--- config.mk ---
export PLATFORM = sky130hd
export DESIGN_NAME = acp_converter
export DESIGN_NICKNAME = d
export VERILOG_FILES = /design/src/acp_pkg.sv /design/src/acp_port_if.sv /design/src/acp_read_port.sv /design/src/acp_converter.sv
export SDC_FILE = /design/constraint.sdc
export NUM_CORES = 1
export LEC_CHECK = 0
export ABC_AREA = 1
export BUFFER_PORTS_ARGS = -buffer_cell sky130_fd_sc_hd__buf_2
export CELL_PAD_IN_SITES_DETAIL_PLACEMENT = 1
export CELL_PAD_IN_SITES_GLOBAL_PLACEMENT = 2
export CORE_UTILIZATION = 35
export DETAILED_ROUTE_END_ITERATION = 10
export PLACE_DENSITY = 0.76
export SKIP_LAST_GASP = 1
export SYNTH_ARGS = -nofsm -noshare
export SYNTH_HDL_FRONTEND = slang
export SYNTH_SLANG_ARGS = --single-unit
--- constraint.sdc ---
create_clock -name ref_clk -period 1.8 [get_ports ref_clk]
set_clock_uncertainty 0.1 [all_clocks]
set_input_delay 0.09 -clock ref_clk [delete_from_list [all_inputs] [get_ports ref_clk]]
set_output_delay 0.09 -clock ref_clk [all_outputs]
set_load 0.005 [all_outputs]
--- src/acp_pkg.sv ---
// shared constants and types for the converter control block
package acp_pkg;
  localparam int unsigned RESULT_WIDTH  = 8;
  localparam int unsigned CHAN_WIDTH    = 3;
  localparam int unsigned CLK_PERIOD_NS = 50;
  // conversion time, longest figure, rounded down
  localparam int unsigned CONV_TIME_NS  = 420;
  localparam int unsigned CONV_CYCLES   = CONV_TIME_NS / CLK_PERIOD_NS;
  // hold interval before returning to track, rounded down, at least one
  localparam int unsigned HOLD_TIME_NS  = 120;
  localparam int unsigned HOLD_CYCLES_RAW = HOLD_TIME_NS / CLK_PERIOD_NS;
  localparam int unsigned HOLD_CYCLES   = (HOLD_CYCLES_RAW < 1) ? 1 : HOLD_CYCLES_RAW;
  // end-of-conversion pulse width, least figure, rounded up
  localparam int unsigned EOC_TIME_NS   = 70;
  localparam int unsigned EOC_CYCLES    = (EOC_TIME_NS + CLK_PERIOD_NS - 1) / CLK_PERIOD_NS;
  localparam int unsigned CNT_WIDTH     = 4;
  localparam logic [CNT_WIDTH-1:0] CNT_ZERO = 4'h0;
  localparam logic [CNT_WIDTH-1:0] CNT_ONE  = 4'h1;
  localparam logic [RESULT_WIDTH-1:0] RESULT_RESET = 8'h00;
  localparam logic [CHAN_WIDTH-1:0]   CHAN_RESET   = 3'h0;
  localparam logic [CNT_WIDTH-1:0] CONV_LOAD = CNT_WIDTH'(CONV_CYCLES);
  localparam logic [CNT_WIDTH-1:0] HOLD_LOAD = CNT_WIDTH'(HOLD_CYCLES);
  localparam logic [CNT_WIDTH-1:0] EOC_LOAD  = CNT_WIDTH'(EOC_CYCLES);

  typedef enum logic [1:0] {
    ACP_IDLE,
    ACP_CONVERT,
    ACP_EOC
  } acp_state_type;
endpackage

--- src/acp_port_if.sv ---
// interface between the converter core and the parallel read port
`timescale 1ns/10ps
interface acp_port_if;
  logic [acp_pkg::RESULT_WIDTH-1:0] heldResult;
  modport core (output heldResult);
  modport port (input heldResult);
endinterface

--- src/acp_read_port.sv ---
// parallel read port: chip select gating and result output enable
`timescale 1ns/10ps
module acp_read_port (
  input  wire logic                             ref_clk,
  input  wire logic                             rstSync_b,
  input  wire logic                             chipSel_n,
  input  wire logic                             readStrobe_n,
  input  wire logic [acp_pkg::CHAN_WIDTH-1:0]   channel_sel,
  acp_port_if.port                              portIf,
  output logic      [acp_pkg::RESULT_WIDTH-1:0] resultOut,
  output logic                                  resultOe,
  output logic      [acp_pkg::CHAN_WIDTH-1:0]   chanSelected
);
  logic                           readActive;
  logic                           readActive_reg;
  logic                           readFall;
  logic [acp_pkg::CHAN_WIDTH-1:0] chan_reg;

  // port only answers while both strobes are low
  assign readActive       = ~chipSel_n & ~readStrobe_n;
  assign readFall         = readActive & ~readActive_reg;
  assign resultOe         = readActive;
  assign resultOut        = portIf.heldResult;
  assign chanSelected     = chan_reg;

  // channel address caught as the read begins
  always_ff @(posedge ref_clk or negedge rstSync_b)
  begin
    if (!rstSync_b)
    begin
      readActive_reg <= 1'b0;
      chan_reg       <= acp_pkg::CHAN_RESET;
    end
    else
    begin
      readActive_reg <= readActive;
      if (readFall)
        chan_reg <= channel_sel;
    end
  end
endmodule // acp_read_port

--- src/acp_converter.sv ---
// converter control: start, track/hold, end of conversion, power-down
`timescale 1ns/10ps
module acp_converter (
  input  wire logic                             ref_clk,
  input  wire logic                             rst_b,
  input  wire logic                             convert_start_n,
  input  wire logic                             sleep_n,
  input  wire logic                             chipSel_n,
  input  wire logic                             readStrobe_n,
  input  wire logic [acp_pkg::CHAN_WIDTH-1:0]   channel_sel,
  input  wire logic [acp_pkg::RESULT_WIDTH-1:0] sampleCode,
  output logic                                  eocOut_n,
  output logic      [acp_pkg::RESULT_WIDTH-1:0] resultOut,
  output logic                                  resultOe,
  output logic                                  holdMode,
  output logic                                  poweredDown,
  output logic      [acp_pkg::CHAN_WIDTH-1:0]   chanSelected
);
  // local copies of package widths, so size casts name a plain identifier
  localparam int unsigned RW = acp_pkg::RESULT_WIDTH;
  localparam int unsigned CW = acp_pkg::CNT_WIDTH;

  // reset synchroniser: only the second flop is read by the logic
  logic                             rstMeta_reg;
  logic                             rstSync_reg;
  logic                             rstSync_b;

  // convert-start edge detection and start qualification
  logic                             convPrev_reg;
  logic                             startFall;
  logic                             startRise;
  logic                             startAccept;

  // sequencer state and decoded phases
  acp_pkg::acp_state_type           state_reg;
  acp_pkg::acp_state_type           state_next;
  logic                             isIdle;
  logic                             converting;
  logic                             inEoc;

  // down-counters for conversion, hold window and end-of-conversion pulse
  logic [CW-1:0]                    convCnt_reg;
  logic [CW-1:0]                    convCnt_next;
  logic [CW-1:0]                    holdCnt_reg;
  logic [CW-1:0]                    holdCnt_next;
  logic [CW-1:0]                    eocCnt_reg;
  logic [CW-1:0]                    eocCnt_next;
  logic                             convLast;
  logic                             holdLast;
  logic                             eocLast;
  logic                             convDone;
  logic                             holdEnd;
  logic                             eocEnd;

  // track/hold and end-of-conversion outputs
  logic                             holdMode_reg;
  logic                             holdMode_next;
  logic                             eoc_n_reg;
  logic                             eoc_n_next;

  // successive-approximation datapath
  logic [RW-1:0]                    sampleHeld_reg;
  logic [RW-1:0]                    sampleHeld_next;
  logic [RW-1:0]                    sar_reg;
  logic [RW-1:0]                    sar_next;
  logic [RW-1:0]                    stepMask;
  logic [RW-1:0]                    trialWord;
  logic                             trialKeep;
  logic [RW-1:0]                    result_reg;
  logic [RW-1:0]                    result_next;

  // power-down bookkeeping
  logic                             convSleep_reg;
  logic                             convSleep_next;
  logic                             poweredDown_reg;
  logic                             poweredDown_next;

  // carrier between converter core and read port
  acp_port_if                       portBus ();

  // a counter has reached its final cycle when it shows one
  function automatic logic cnt_is_last(input logic [acp_pkg::CNT_WIDTH-1:0] cnt);
    return cnt == acp_pkg::CNT_ONE;
  endfunction

  // two-flop reset release; assertion is still immediate
  always_ff @(posedge ref_clk or negedge rst_b)
  begin
    if (!rst_b)
    begin
      rstMeta_reg <= 1'b0;
      rstSync_reg <= 1'b0;
    end
    else
    begin
      rstMeta_reg <= 1'b1;
      rstSync_reg <= rstMeta_reg;
    end
  end

  assign rstSync_b = rstSync_reg;

  // edges of convert-start; the previous copy resets high, its idle level,
  // so leaving reset never fakes a rising edge
  assign startFall   = convPrev_reg & ~convert_start_n;
  assign startRise   = ~convPrev_reg & convert_start_n;
  // a start is taken only from idle and while powered
  assign startAccept = startFall & isIdle & ~poweredDown_reg & sleep_n;

  // phase decode
  assign isIdle     = (state_reg == acp_pkg::ACP_IDLE);
  assign converting = (state_reg == acp_pkg::ACP_CONVERT);
  assign inEoc      = (state_reg == acp_pkg::ACP_EOC);

  // counter end points
  assign convLast = cnt_is_last(convCnt_reg);
  assign holdLast = cnt_is_last(holdCnt_reg);
  assign eocLast  = cnt_is_last(eocCnt_reg);
  assign convDone = converting & convLast;
  assign holdEnd  = holdMode_reg & holdLast;
  assign eocEnd   = inEoc & eocLast;

  // sequencer: idle, convert for the full conversion time, then pulse
  always_comb
  begin
    state_next = state_reg;
    unique case (state_reg)
      acp_pkg::ACP_IDLE:
        if (startAccept)
          state_next = acp_pkg::ACP_CONVERT;
      acp_pkg::ACP_CONVERT:
        if (convLast)
          state_next = acp_pkg::ACP_EOC;
      acp_pkg::ACP_EOC:
        if (eocLast)
          state_next = acp_pkg::ACP_IDLE;
      default:
        state_next = acp_pkg::ACP_IDLE;
    endcase
  end

  // counter next values; each loads on its starting event and counts down
  assign convCnt_next = startAccept ? acp_pkg::CONV_LOAD :
                        converting  ? convCnt_reg - acp_pkg::CNT_ONE :
                                      convCnt_reg;
  assign holdCnt_next = startAccept ? acp_pkg::HOLD_LOAD :
                        holdMode_reg ? holdCnt_reg - acp_pkg::CNT_ONE :
                                       holdCnt_reg;
  assign eocCnt_next  = convDone ? acp_pkg::EOC_LOAD :
                        inEoc    ? eocCnt_reg - acp_pkg::CNT_ONE :
                                   eocCnt_reg;

  // hold from the start edge; back to track after the hold window,
  // whether or not the conversion has finished
  assign holdMode_next = startAccept ? 1'b1 :
                         holdEnd     ? 1'b0 :
                                       holdMode_reg;

  // end-of-conversion pulse, active low, for the pulse-width count
  assign eoc_n_next = convDone ? 1'b0 :
                      eocEnd   ? 1'b1 :
                                 eoc_n_reg;

  // the held sample is frozen at the start edge
  assign sampleHeld_next = startAccept ? sampleCode : sampleHeld_reg;

  // one trial bit per conversion cycle, most significant first; this
  // relies on the conversion count equalling the result width
  genvar bitIdx;
  generate
    for (bitIdx = 0; bitIdx < RW; bitIdx++)
    begin : g_sar_step
      localparam logic [CW-1:0] STEP_CODE = CW'(bitIdx + 1);
      assign stepMask[bitIdx] = converting & (convCnt_reg == STEP_CODE);
    end
  endgenerate

  // keep a trial bit only if the trial word does not exceed the sample
  assign trialWord = sar_reg | stepMask;
  assign trialKeep = (trialWord <= sampleHeld_reg);
  assign sar_next  = startAccept ? acp_pkg::RESULT_RESET :
                     (converting & trialKeep) ? trialWord :
                                                sar_reg;

  // holding register loads on the same edge that drops end-of-conversion,
  // so the strobe never precedes valid data; held until the next finish
  assign result_next = convDone ? sar_next : result_reg;

  // convert-start low at the finish powers down; set wins over the
  // rising edge that wakes the device
  assign convSleep_next   = (convDone & ~convert_start_n) |
                            (convSleep_reg & ~startRise);
  // the sleep pin acts on its own, whatever the sequencer is doing
  assign poweredDown_next = ~sleep_n | convSleep_next;

  // sequencer and edge detector flops
  always_ff @(posedge ref_clk or negedge rstSync_b)
  begin
    if (!rstSync_b)
    begin
      state_reg    <= acp_pkg::ACP_IDLE;
      convPrev_reg <= 1'b1;
    end
    else
    begin
      state_reg    <= state_next;
      convPrev_reg <= convert_start_n;
    end
  end

  // timing counters
  always_ff @(posedge ref_clk or negedge rstSync_b)
  begin
    if (!rstSync_b)
    begin
      convCnt_reg <= acp_pkg::CNT_ZERO;
      holdCnt_reg <= acp_pkg::CNT_ZERO;
      eocCnt_reg  <= acp_pkg::CNT_ZERO;
    end
    else
    begin
      convCnt_reg <= convCnt_next;
      holdCnt_reg <= holdCnt_next;
      eocCnt_reg  <= eocCnt_next;
    end
  end

  // output strobes and power state
  always_ff @(posedge ref_clk or negedge rstSync_b)
  begin
    if (!rstSync_b)
    begin
      holdMode_reg    <= 1'b0;
      eoc_n_reg       <= 1'b1;
      convSleep_reg   <= 1'b0;
      poweredDown_reg <= 1'b0;
    end
    else
    begin
      holdMode_reg    <= holdMode_next;
      eoc_n_reg       <= eoc_n_next;
      convSleep_reg   <= convSleep_next;
      poweredDown_reg <= poweredDown_next;
    end
  end

  // conversion datapath
  always_ff @(posedge ref_clk or negedge rstSync_b)
  begin
    if (!rstSync_b)
    begin
      sampleHeld_reg <= acp_pkg::RESULT_RESET;
      sar_reg        <= acp_pkg::RESULT_RESET;
      result_reg     <= acp_pkg::RESULT_RESET;
    end
    else
    begin
      sampleHeld_reg <= sampleHeld_next;
      sar_reg        <= sar_next;
      result_reg     <= result_next;
    end
  end

  // outputs straight from flops
  assign eocOut_n            = eoc_n_reg;
  assign holdMode            = holdMode_reg;
  assign poweredDown         = poweredDown_reg;
  assign portBus.heldResult  = result_reg;

  // parallel read port: chip select gating and bus drive
  acp_read_port readPort (
    .ref_clk      (ref_clk),
    .rstSync_b    (rstSync_b),
    .chipSel_n    (chipSel_n),
    .readStrobe_n (readStrobe_n),
    .channel_sel  (channel_sel),
    .portIf       (portBus.port),
    .resultOut    (resultOut),
    .resultOe     (resultOe),
    .chanSelected (chanSelected)
  );
endmodule // acp_converter

# Word level (Yosys, flattened, before mapping)
# Cells that the tools add are included.
totals:
  output_inout_bits: 15
  wordCells: 89
  input_bits: 17
  regBits: 49
op_classes:
  n_addsub: 3
  bitwise_logic: 31
  eq_ne: 15
  magnitude_cmp: 1
  n_mux: 16
  n_reduce_logical: 7
ops:
  columns: ["cell", "count"]
  rows:
  - ["$mux W4", 6]
  - ["$and A1 B1 Y1", 20]
  - ["$eq A4 B3 Y1 const B", 4]
  - ["$mux W8", 2]
  - ["$eq A4 B1 Y1 const B", 3]
  - ["$sub A4 B1 Y4 const B", 3]
  - ["$reduce_bool A2 Y1", 5]
  - ["$eq A4 B2 Y1 const B", 2]
  - ["$le A8 B8 Y1", 1]
  - ["$not A1 Y1", 8]
  - ["$or A8 B8 Y8", 1]
  - ["$mux W2", 3]
  - ["$pmux W2 S3", 1]
  - ["$eq A4 B4 Y1 const B", 1]
  - ["$mux W1", 4]
  - ["$ne A2 B1 Y1 const B", 2]
  - ["$reduce_and A3 Y1", 1]
  - ["$eq A2 B1 Y1 const B", 1]
  - ["$eq A2 B2 Y1 const B", 1]
  - ["$logic_not A2 Y1", 1]
  - ["$ne A2 B2 Y1 const B", 1]
  - ["$or A1 B1 Y1", 2]

# Longest topological paths before layout
# Gate-level depths: netlist of the first run.
depth:
  ltp_word: 7
  ltp_mapped: 18
  depth_no_buf: 18

# Modules after synthesis
# From an unflattened synthesis of the first run, not the netlist that was laid out.
unflattened:
  hier_cells: 297
  hier_area_um2: 2581.2
by_module_without_submodules:
  columns: ["module", "cells_each", "area_per_inst_um2", "seq_area_each_um2", "instances"]
  rows:
  - ["acp_converter", 273, 2362.3, 1128.6, 1]
  - ["acp_read_port", 24, 219.0, 100.1, 1]

# Worst setup path after synthesis of the first run
# No wires, ideal clock.
synth_timing:
  path_type: "register to register"
  start: "register convCnt_reg[0]"
  end: "register result_reg[0] (netlist: portBus.heldResult[0])"
  path_stages_with_launch: 15
  arrival_time_ns: 1.869
  setup_ns: 0.117
  path_slack_ns: -0.287
  n_path_buf: 0
  path_cell_list: "dfrtp_1 > inv_1 > ha_1 > inv_1 > nor2_1 > a31oi_1 > inv_1 > ha_1 > nand2_1 > nor2_1 > nand2_1 > nand2_1 > nand3_1 > nand3_1 > nand2_1"
synth_between:
  elab_chain_cells: 7
  word_cells_on_any_way: 21
  cone_classes: "1 x order compare; 8 x eq/ne; 2 x mux; 10 x bitwise"
synth_rtl:
  columns: ["item", "line", "rtl"]
  rows:
  - ["from (decl)", "acp_converter.sv:42", "logic [CW-1:0] convCnt_reg;"]
  - ["from (signal assigned)", "acp_converter.sv:216", "convCnt_reg <= acp_pkg::CNT_ZERO;"]
  - ["from (signal assigned)", "acp_converter.sv:222", "convCnt_reg <= convCnt_next;"]
  - ["$eq A4 B1 Y1, or another cell as far along", "acp_converter.sv:83, acp_converter.sv:174", null]
  - ["$and A1 B1 Y1 (on tied branches)", "acp_converter.sv:119, acp_converter.sv:174", null]
  - ["$or A8 B8 Y8", "acp_converter.sv:179", "assign trialWord = sar_reg | stepMask;"]
  - ["$le A8 B8 Y1", "acp_converter.sv:180", "assign trialKeep = (trialWord <= sampleHeld_reg);"]
  - ["$and A1 B1 Y1", "acp_converter.sv:182", "(converting & trialKeep) ? trialWord :"]
  - ["$mux W8", "acp_converter.sv:182", null]
  - ["$mux W8", "acp_converter.sv:181", "assign sar_next = startAccept ? acp_pkg::RESULT_RESET :"]
  - ["to (signal assigned)", "acp_converter.sv:254", "result_reg <= acp_pkg::RESULT_RESET;"]
  - ["to (signal assigned)", "acp_converter.sv:260", "result_reg <= result_next;"]
  - ["to (decl)", "acp_converter.sv:69", "logic [RW-1:0] result_reg;"]
# Parallel ways exist; a longest one is shown, timed or not.
# A chain may end at the register's enable or synchronous reset.

# Worst setup path after layout of the first run
layout_timing:
  start: "register convCnt_reg[0]"
  end: "register result_reg[6] (netlist: portBus.heldResult[6])"
# Same word-level chain as after synthesis.

==> results of run 1 <==
==> per-layer routing <==
metal	global-route usage, %	wire length, um
met2	34.6	3690
met3	2.57	152
met4	5.76	136
met5	0	0
met1	21.9	2840
==> placed cells by master, fill, tap and decap left out, types with 2 or more instances in the layout <==
cell / Yosys / routed
nor2_4: 1 / 5
inv_6: 1 / 2
inv_4: 1 / 4
a21oi_1: 9 / 6
dfrtp_2: 0 / 4
o211ai_1: 2 / 2
ha_1: 17 / 9
o21ai_1: 7 / 7
nand3_4: 1 / 7
buf_4: 0 / 35
clkbuf_8: 0 / 5
buf_2: 0 / 31
dlygate4sd3_1: 0 / 17
mux2_2: 3 / 3
nand3_1: 20 / 6
inv_2: 2 / 9
inv_1: 56 / 46
nor2_2: 4 / 4
nand2_4: 3 / 5
nand3_2: 0 / 8
o21ai_0: 9 / 9
a31oi_4: 0 / 5
a21oi_2: 0 / 2
nand2_1: 64 / 51
clkinv_2: 1 / 2
ha_4: 0 / 6
buf_12: 0 / 3
dfstp_2: 2 / 2
nand2_2: 1 / 11
dfrtp_1: 47 / 43
ha_2: 0 / 2
nor2_1: 16 / 12
==> cell families (layout without fill, tap and decap cells) <==
logic type | Yosys count | after routing | share of synthesized area [%]
fa+ha+maj | 17 | 17 | 8.53
buf+inv | 64 | 155 | 10.9
flops | 49 | 49 | 49.2
other cells | 1 | 1 | 0.150
mux | 3 | 3 | 1.35
simple gates | 115 | 115 | 21.8
compound gates | 35 | 35 | 7.67
xor+xnor | 1 | 1 | 0.351
==> synth_stat cells, drive strengths merged <==
| library cell | number |
|---|---|
| nand2 | 68 |
| inv | 60 |
| dfrtp | 47 |
| nor2 | 22 |
| nand3 | 21 |
| ha | 17 |
| o21ai | 16 |
| a21oi | 9 |
| a31oi | 7 |
| buf | 3 |
| mux2 | 3 |
| dfstp | 2 |
| nand4 | 2 |
| o211ai | 2 |
| a21o | 1 |
| and3 | 1 |
| clkinv | 1 |
| conb | 1 |
| nor3 | 1 |
| xor2 | 1 |
==> repair_timing <==
| item | 4_1_cts | 5_1_grt |
|---|---|---|
| buffers inserted | 6 | 7 |
| hold buffers | 17 | 0 |
| resized for setup | 45 | 33 |
| setup endpoints to repair | 16 | 16 |
| hold endpoints to repair | 17 | 0 |
| pin swaps | 19 | 16 |
==> metrics by stage <==
step	std cells	total power, mW	util (%)
2_1_floorplan	285	3.39	-
3_3_place_gp	434	4.26	43.6
3_5_place_dp	434	4.34	43.6
4_1_cts	465	5.90	51.8
5_1_grt	472	7.07	54.8
6_report	472	6.56	54.8
==> layout make-up <==
type | instances | share of cell area, %
Tap cell | 96 | 3.21
Sequential cell | 49 | 32.9
Timing Repair Buffer | 86 | 17.3
Clock inverter | 3 | 1.17
Clock buffer | 5 | 1.84
Multi-Input combinational cell | 172 | 37.0
Inverter | 61 | 6.55
==> power by group <==
group / leakage, nW / total [mW] / internal, mW / switching, mW
logic: 1.26 / 3.82 / 1.70 / 2.12
clock network: 0.0585 / 0.820 / 0.417 / 0.403
registers: 0.592 / 1.92 / 1.56 / 0.352
==> how the worst max path moves through the flow <==
stage	from	end	slack (ns)	cells past startpoint
global route	convCnt_reg[0]	portBus.heldResult[6]	-0.56	13
detailed placement	convCnt_reg[1]	portBus.heldResult[6]	-0.56	13
finish	convCnt_reg[0]	portBus.heldResult[6]	-0.42	13
global placement	convCnt_reg[0]	portBus.heldResult[6]	-0.59	13
floorplan	convCnt_reg[0]	portBus.heldResult[0]	-0.21	14
CTS	convCnt_reg[1]	portBus.heldResult[6]	-0.34	13
==> summary.md, run 1 <==
| Metric | Value |
|---|---|
| Post-layout minimum cycle time | 2.22 ns |
| Post-DR wirelength/cell | 14.4 um |
| Final ANT Viol Nets | 0 |
| Worst r2r src | convCnt_reg[0] |
| Synthesized area | 0.00249 mm2 |
| Root Buffer | clkbuf_8 |
| CP Launch Type | register |
| Critical Path, Cell by Cell | ha_2 -> a31oi_2 -> inv_1 -> ha_1 -> nand2_2 -> inv_2 -> nand2_2 -> nand2_2 -> nand2_4 -> nand2_8 -> nand3_4 -> nand3_2 -> nand2_1 |
| DRC errors left | 0 |
| Pwr/cell area | 1750 mW/mm2 |
| Reg area | 0.00123 mm2 |
| Synth Warn # | 0 |
| Die ar. | 0.00747 mm2 |
| CTS H-tree depth | 2 |
| R2r endpoint | portBus.heldResult[6] |
| Finished Cell Area | 0.00374 mm2 |
| Worst path bufs/invs | 2 |
| Antenna cells | 0 |
| Die Ht | 86.4 um |
| Critical Path RT | 1.91 ns |
| Arrival @ worst endpoint | 2.33 ns |
| Fmax | 451 MHz |
| RSZ-0062 raised after global routing | yes |
| Peak VDD IR | 0.900 mV |
| Cts bufs inserted | 5 |
| Largest cells by area after synthesis | dfrtp_1 47%, nand2_1 9.6%, ha_1 8.5%, inv_1 8.4%, nand3_1 4.0% |
| Sequential-to-total area share from yosys stat | 49.2% |
| Status | finished, violations left |
| Max-Cap Viols | 0 |
| Synth top area share | 47.1% |
| Share of layout cells above drive strength 1 | 42.8% |
| Post-synth top area cell | dfrtp_1 |
| CP max stage delay | 0.47 ns |
| P_leak | 1.91 nW |
| Flops & latches, synth | 49 |
| Final global-route overflow total | 0 |
| Worst R2R Path Depth | 13 |
| Crit path kind | reg2reg |
| DRT Pass-1 Iters | 4 |
| Setup tns final | -6.32 ns |
| Final WS setup | -0.420 ns |
| Area Overhead vs Synth | 50.1% |
| Crit-path leading delay family | simple AND/OR/NAND/NOR gates |
| Total wire length | 6820 um |
| Wire length of the first global-routing pass | 10800 um |
| Starting density of the core | 36.5% |
| Pre-CTS WS | -0.558 ns |
| Cell mode on critical path | nand2_2 |
| Hold/Removal Path Class | reg2async |
| CTS tree | done |
| Critical path capture point type | register |
| Slew Limit Fails | 0 |
| Mean Syn Cell Area | 8.75 um2 |
| Nets@finish | 409 |
| DR vias | 2179 |
| CTS sink cnt | 49 |
| Final Hold Fails | 0 |
| Multi-input gate area | 0.00139 mm2 |
| Fill cell count | 795 |
| Iter 0 DRT Violations | 54 |
| DIE WIDTH | 86.4 um |
| Core footprint | 0.00683 mm2 |
| Mapped Nets | 319 |
| Clk buf depth | 2 |
| Rows | 30 |
| DP Area | 0.00298 mm2 |
| Tcrit/Tclk final | 123% |
| IO Count | 32 |
| Routability cong. | 0.767 |
| GRT Total Usage | 18.6% |
| Post-synthesis instance total | 285 |
| Slowest CP cell | dfrtp_2 |
| Largest net degree at the start of global routing | 28 |
| Vias in the first global route | 2362 |
| Initial antenna violation count | 0 |
| Final setup fails | 16 |
| IO buf count | 31 |
| Failing checks | negative setup slack |
| Reg2Reg Setup Slack | -0.42 ns |
| Critical path fanouts, max | 8 |
| Via/cell ratio | 4.62 |
| Yosys cell types | 31 |
| Clock transition at path regs | 0.10 ns |
| Worst skew pair latency | 0.31 ns |
| WHS | 0.0239 ns |
| HPWL after DPL | 4170 um |
No activity file was read; power rests on OpenSTA's default activity.
==> run 2: changes to the inputs <==
--- a/config.mk
+++ b/config.mk
@@ -5,13 +5,12 @@
 export SDC_FILE = /design/constraint.sdc
 export NUM_CORES = 1
 export LEC_CHECK = 0
-export ABC_AREA = 1
 export BUFFER_PORTS_ARGS = -buffer_cell sky130_fd_sc_hd__buf_2
 export CELL_PAD_IN_SITES_DETAIL_PLACEMENT = 1
 export CELL_PAD_IN_SITES_GLOBAL_PLACEMENT = 2
-export CORE_UTILIZATION = 35
+export CORE_UTILIZATION = 25
 export DETAILED_ROUTE_END_ITERATION = 10
-export PLACE_DENSITY = 0.76
+export PLACE_DENSITY = 0.55
 export SKIP_LAST_GASP = 1
 export SYNTH_ARGS = -nofsm -noshare
 export SYNTH_HDL_FRONTEND = slang
==> run 2 against run 1 <==
Net effect:
- synthesized area down 6.4%
- the run still ends with negative setup slack left
- utilization decreased by 18 points
- non-clock buffer count down 4
- design area fell by 12%
==> summary.md, run 2 <==
| Metric | Value |
|---|---|
| Final WS setup | -0.507 ns |
| Top-count cell post-synth | nand2_1 |
| Total wire length | 5890 um |
| CP Launch Type | register |
| Die Ht | 98.7 um |
| Clock power share | 15.7% |
| Clock transition at path regs | 0.10 ns |
| Critical path fanouts, max | 5 |
| Arrival @ worst endpoint | 2.45 ns |
| Most common flop cell mapped by yosys | dfrtp_1 |
| DIE WIDTH | 98.7 um |
| Critical path capture point type | register |
| IO buf count | 31 |
| Synth Warn # | 0 |
| Most common cell after layout, fill and taps aside | nand2_1 |
| Wire length of the first global-routing pass | 10400 um |
| Cell mode on critical path | buf_4 |
| Mapped Nets | 265 |
| Iter 0 DRT Violations | 47 |
| Net Sw Frac | 38.0% |
| Critical Path, Cell by Cell | buf_4 -> ha_4 -> nand2_1 -> or2b_1 -> ha_1 -> nand4_1 -> buf_4 -> o22a_2 -> a21oi_1 |
| Sequential-to-total area share from yosys stat | 52.6% |
| Post-synth top area cell | dfrtp_1 |
| Nets@finish | 348 |
| P_sw | 2.01 mW |
| Reg area | 0.00123 mm2 |
| Final global-route overflow total | 0 |
| Synth top area share | 50.3% |
| Via/cell ratio | 4.46 |
| CTS tree | done |
| Initial antenna violation count | 0 |
| Most frequent cells in the layout | 47 x nand2_1, 46 x dfrtp_1, 31 x buf_2, 31 x buf_4 |
| Final setup fails | 11 |
| Flops & latches, synth | 49 |
| Slowest CP cell | dfrtp_1 |
| Cts bufs inserted | 5 |
| Pwr/cell area | 1600 mW/mm2 |
| Int Power | 3.27 mW |
| IO Count | 32 |
| Peak VDD IR | 0.493 mV |
| Logic pwr share | 49.2% |
| Post-layout minimum cycle time | 2.31 ns |
| Final Hold Fails | 0 |
| Die ar. | 0.00973 mm2 |
| Fill cell count | 1019 |
| Worst skew pair latency | 0.31 ns |
| Mean Syn Cell Area | 10.1 um2 |
| Routability cong. | 0.690 |
| CP max stage delay | 0.41 ns |
| DR vias | 1886 |
| Multi-input gate area | 0.00114 mm2 |
| CTS H-tree depth | 2 |
| Clk buf depth | 2 |
| GRT Total Usage | 13.7% |
| Critical Path RT | 1.94 ns |
| Area Overhead vs Synth | 40.9% |
| Synthesized area | 0.00234 mm2 |
| P_leak | 1.58 nW |
| DRC errors left | 0 |
| Placed cells | 391 |
| Largest cells by area after synthesis | dfrtp_1 50%, ha_1 9.1%, nand2_1 7.9%, o21ai_0 4.1%, nor2_1 2.7% |
| Failing checks | negative setup slack |
| DRT Pass-1 Iters | 4 |
| Max-Cap Viols | 0 |
| Post-synthesis instance total | 231 |
| Final cell count without fillers | 423 |
| CTS sink cnt | 49 |
| Root Buffer | clkbuf_8 |
| Final ANT Viol Nets | 0 |
| Post-synth EDFFs | 0 |
| RSZ-0062 raised after global routing | yes |
| Post-DR wirelength/cell | 13.9 um |
| Overall power consumption | 5.28 mW |
| Hold/Removal Path Class | in2reg |
| Crit path kind | reg2reg |
| Starting density of the core | 26.3% |
| Status | finished, violations left |
| Slew Limit Fails | 0 |
| Yosys cell types | 38 |
| Fmax | 434 MHz |
| Vias in the first global route | 2023 |
| Sequential Power Share | 35.1% |
| Largest net degree at the start of global routing | 48 |
| Rows | 34 |
| HPWL after DPL | 3950 um |
| Antenna cells | 0 |
| Share of layout cells above drive strength 1 | 34.6% |
| Async S/R FF share, synth | 100% |
| Commonest cells post-synth | 49 x nand2_1, 47 x dfrtp_1, 19 x o21ai_0 |
| Tcrit/Tclk final | 128% |
| Core footprint | 0.00889 mm2 |
run 2: changes by cell type in the layout (fill, tap and decap cells not counted), sizes merged, moves of 4 or more:
| cell | previous run | this run |
|---|---|---|
| inv | 61 | 15 |
| nand3 | 21 | 2 |
| nand2 | 68 | 50 |
| a31oi | 7 | 0 |
| xnor2 | 0 | 6 |
| nand2b | 0 | 5 |
| nor2 | 22 | 17 |
| buf | 69 | 65 |
| o21ai | 16 | 20 |
run 2: repair_timing:
| item | in CTS | in global routing |
|---|---|---|
| endpoints found under the hold margin | 17 | 0 |
| pin swaps | 6 | 6 |
| hold buffers | 17 | 0 |
| setup buffers | 6 | 0 |
| setup endpoints to repair | 11 | 22 |
| gates cloned | 1 | 0 |
| resized for setup | 19 | 12 |
run 2: stage by stage:
step | instance area (um2) | setup TNS, ns | hold slack [ns] | setup slack, ns | util (%)
finish | 3290 | -5.04 | 0.0929 | -0.507 | 37.0
global route | 3290 | -6.29 | 0.0912 | -0.598 | 37.0
CTS | 3240 | -4.83 | 0.0889 | -0.500 | 36.5
detailed placement | 2840 | -7.06 | -0.223 | -0.666 | 31.9
global placement | 2840 | -7.11 | -0.224 | -0.695 | 31.9
floorplan | 2370 | -3.94 | -0.306 | -0.406 | -
run 2: worst paths after layout:
check                                            to  slack [ns]  cells after the start            from
min in group asynchronous             eocCnt_reg[1]        0.15                      1       rstSync_b
min reg2reg                           eocCnt_reg[1]        0.15                      1       rstSync_b
max reg2reg                              sar_reg[7]       -0.51                      9  convCnt_reg[0]
min                        readPort.chanSelected[0]        0.09                      3    readStrobe_n
max in group asynchronous                 rstSync_b        0.92                      3           rst_b
max                                      sar_reg[7]       -0.51                      9  convCnt_reg[0]
run 2: final cells by class:
cell class                      count  share of cell area [%]
Sequential cell                    49                    37.4
Multi-Input combinational cell    161                    34.8
Timing Repair Buffer               82                    18.5
Tap cell                          108                    4.11
Clock buffer                        5                    2.09
Inverter                           15                    1.71
Clock inverter                      3                    1.41
run 2: kinds of logic after synthesis:
logic type | after synthesis | synth area share [%]
AND/OR/NAND/NOR | 92 | 18.4
adder cells (fa/ha/maj) | 17 | 9.11
multiplexers | 6 | 2.95
XOR/XNOR | 8 | 3.00
buffers and inverters | 22 | 4.66
other | 1 | 0.161
AO/OA/AOI/OAI | 36 | 9.10
flip-flops | 49 | 52.6
run 2: critical path, delay by kind of cell (launching register included):
family          cells  cell delay [ns]
fa+ha+maj           2             0.43
buf+inv             2             0.36
simple gates        3             0.49
flops               1             0.41
compound gates      2             0.45
run 2: power groups by stage:
stage,sequential (mW),clock (mW),combinational [mW]
5_1_grt,1.92,0.911,2.97
6_report,1.85,0.830,2.60
4_1_cts,1.86,0.864,2.49
3_3_place_gp,1.87,0,2.10
3_5_place_dp,1.88,0,2.13
2_1_floorplan,1.87,0,1.34
run 2: per-layer routing:
| metal | up-vias | track usage (%) | wire length [um] |
|---|---|---|---|
| met2 | 20 | 23.1 | 2830 |
| met4 | 0 | 4.13 | 47 |
| li1 | 930 | - | - |
| met3 | 2 | 2.34 | 100 |
| met1 | 934 | 18.0 | 2910 |
| met5 | - | 0 | 0 |
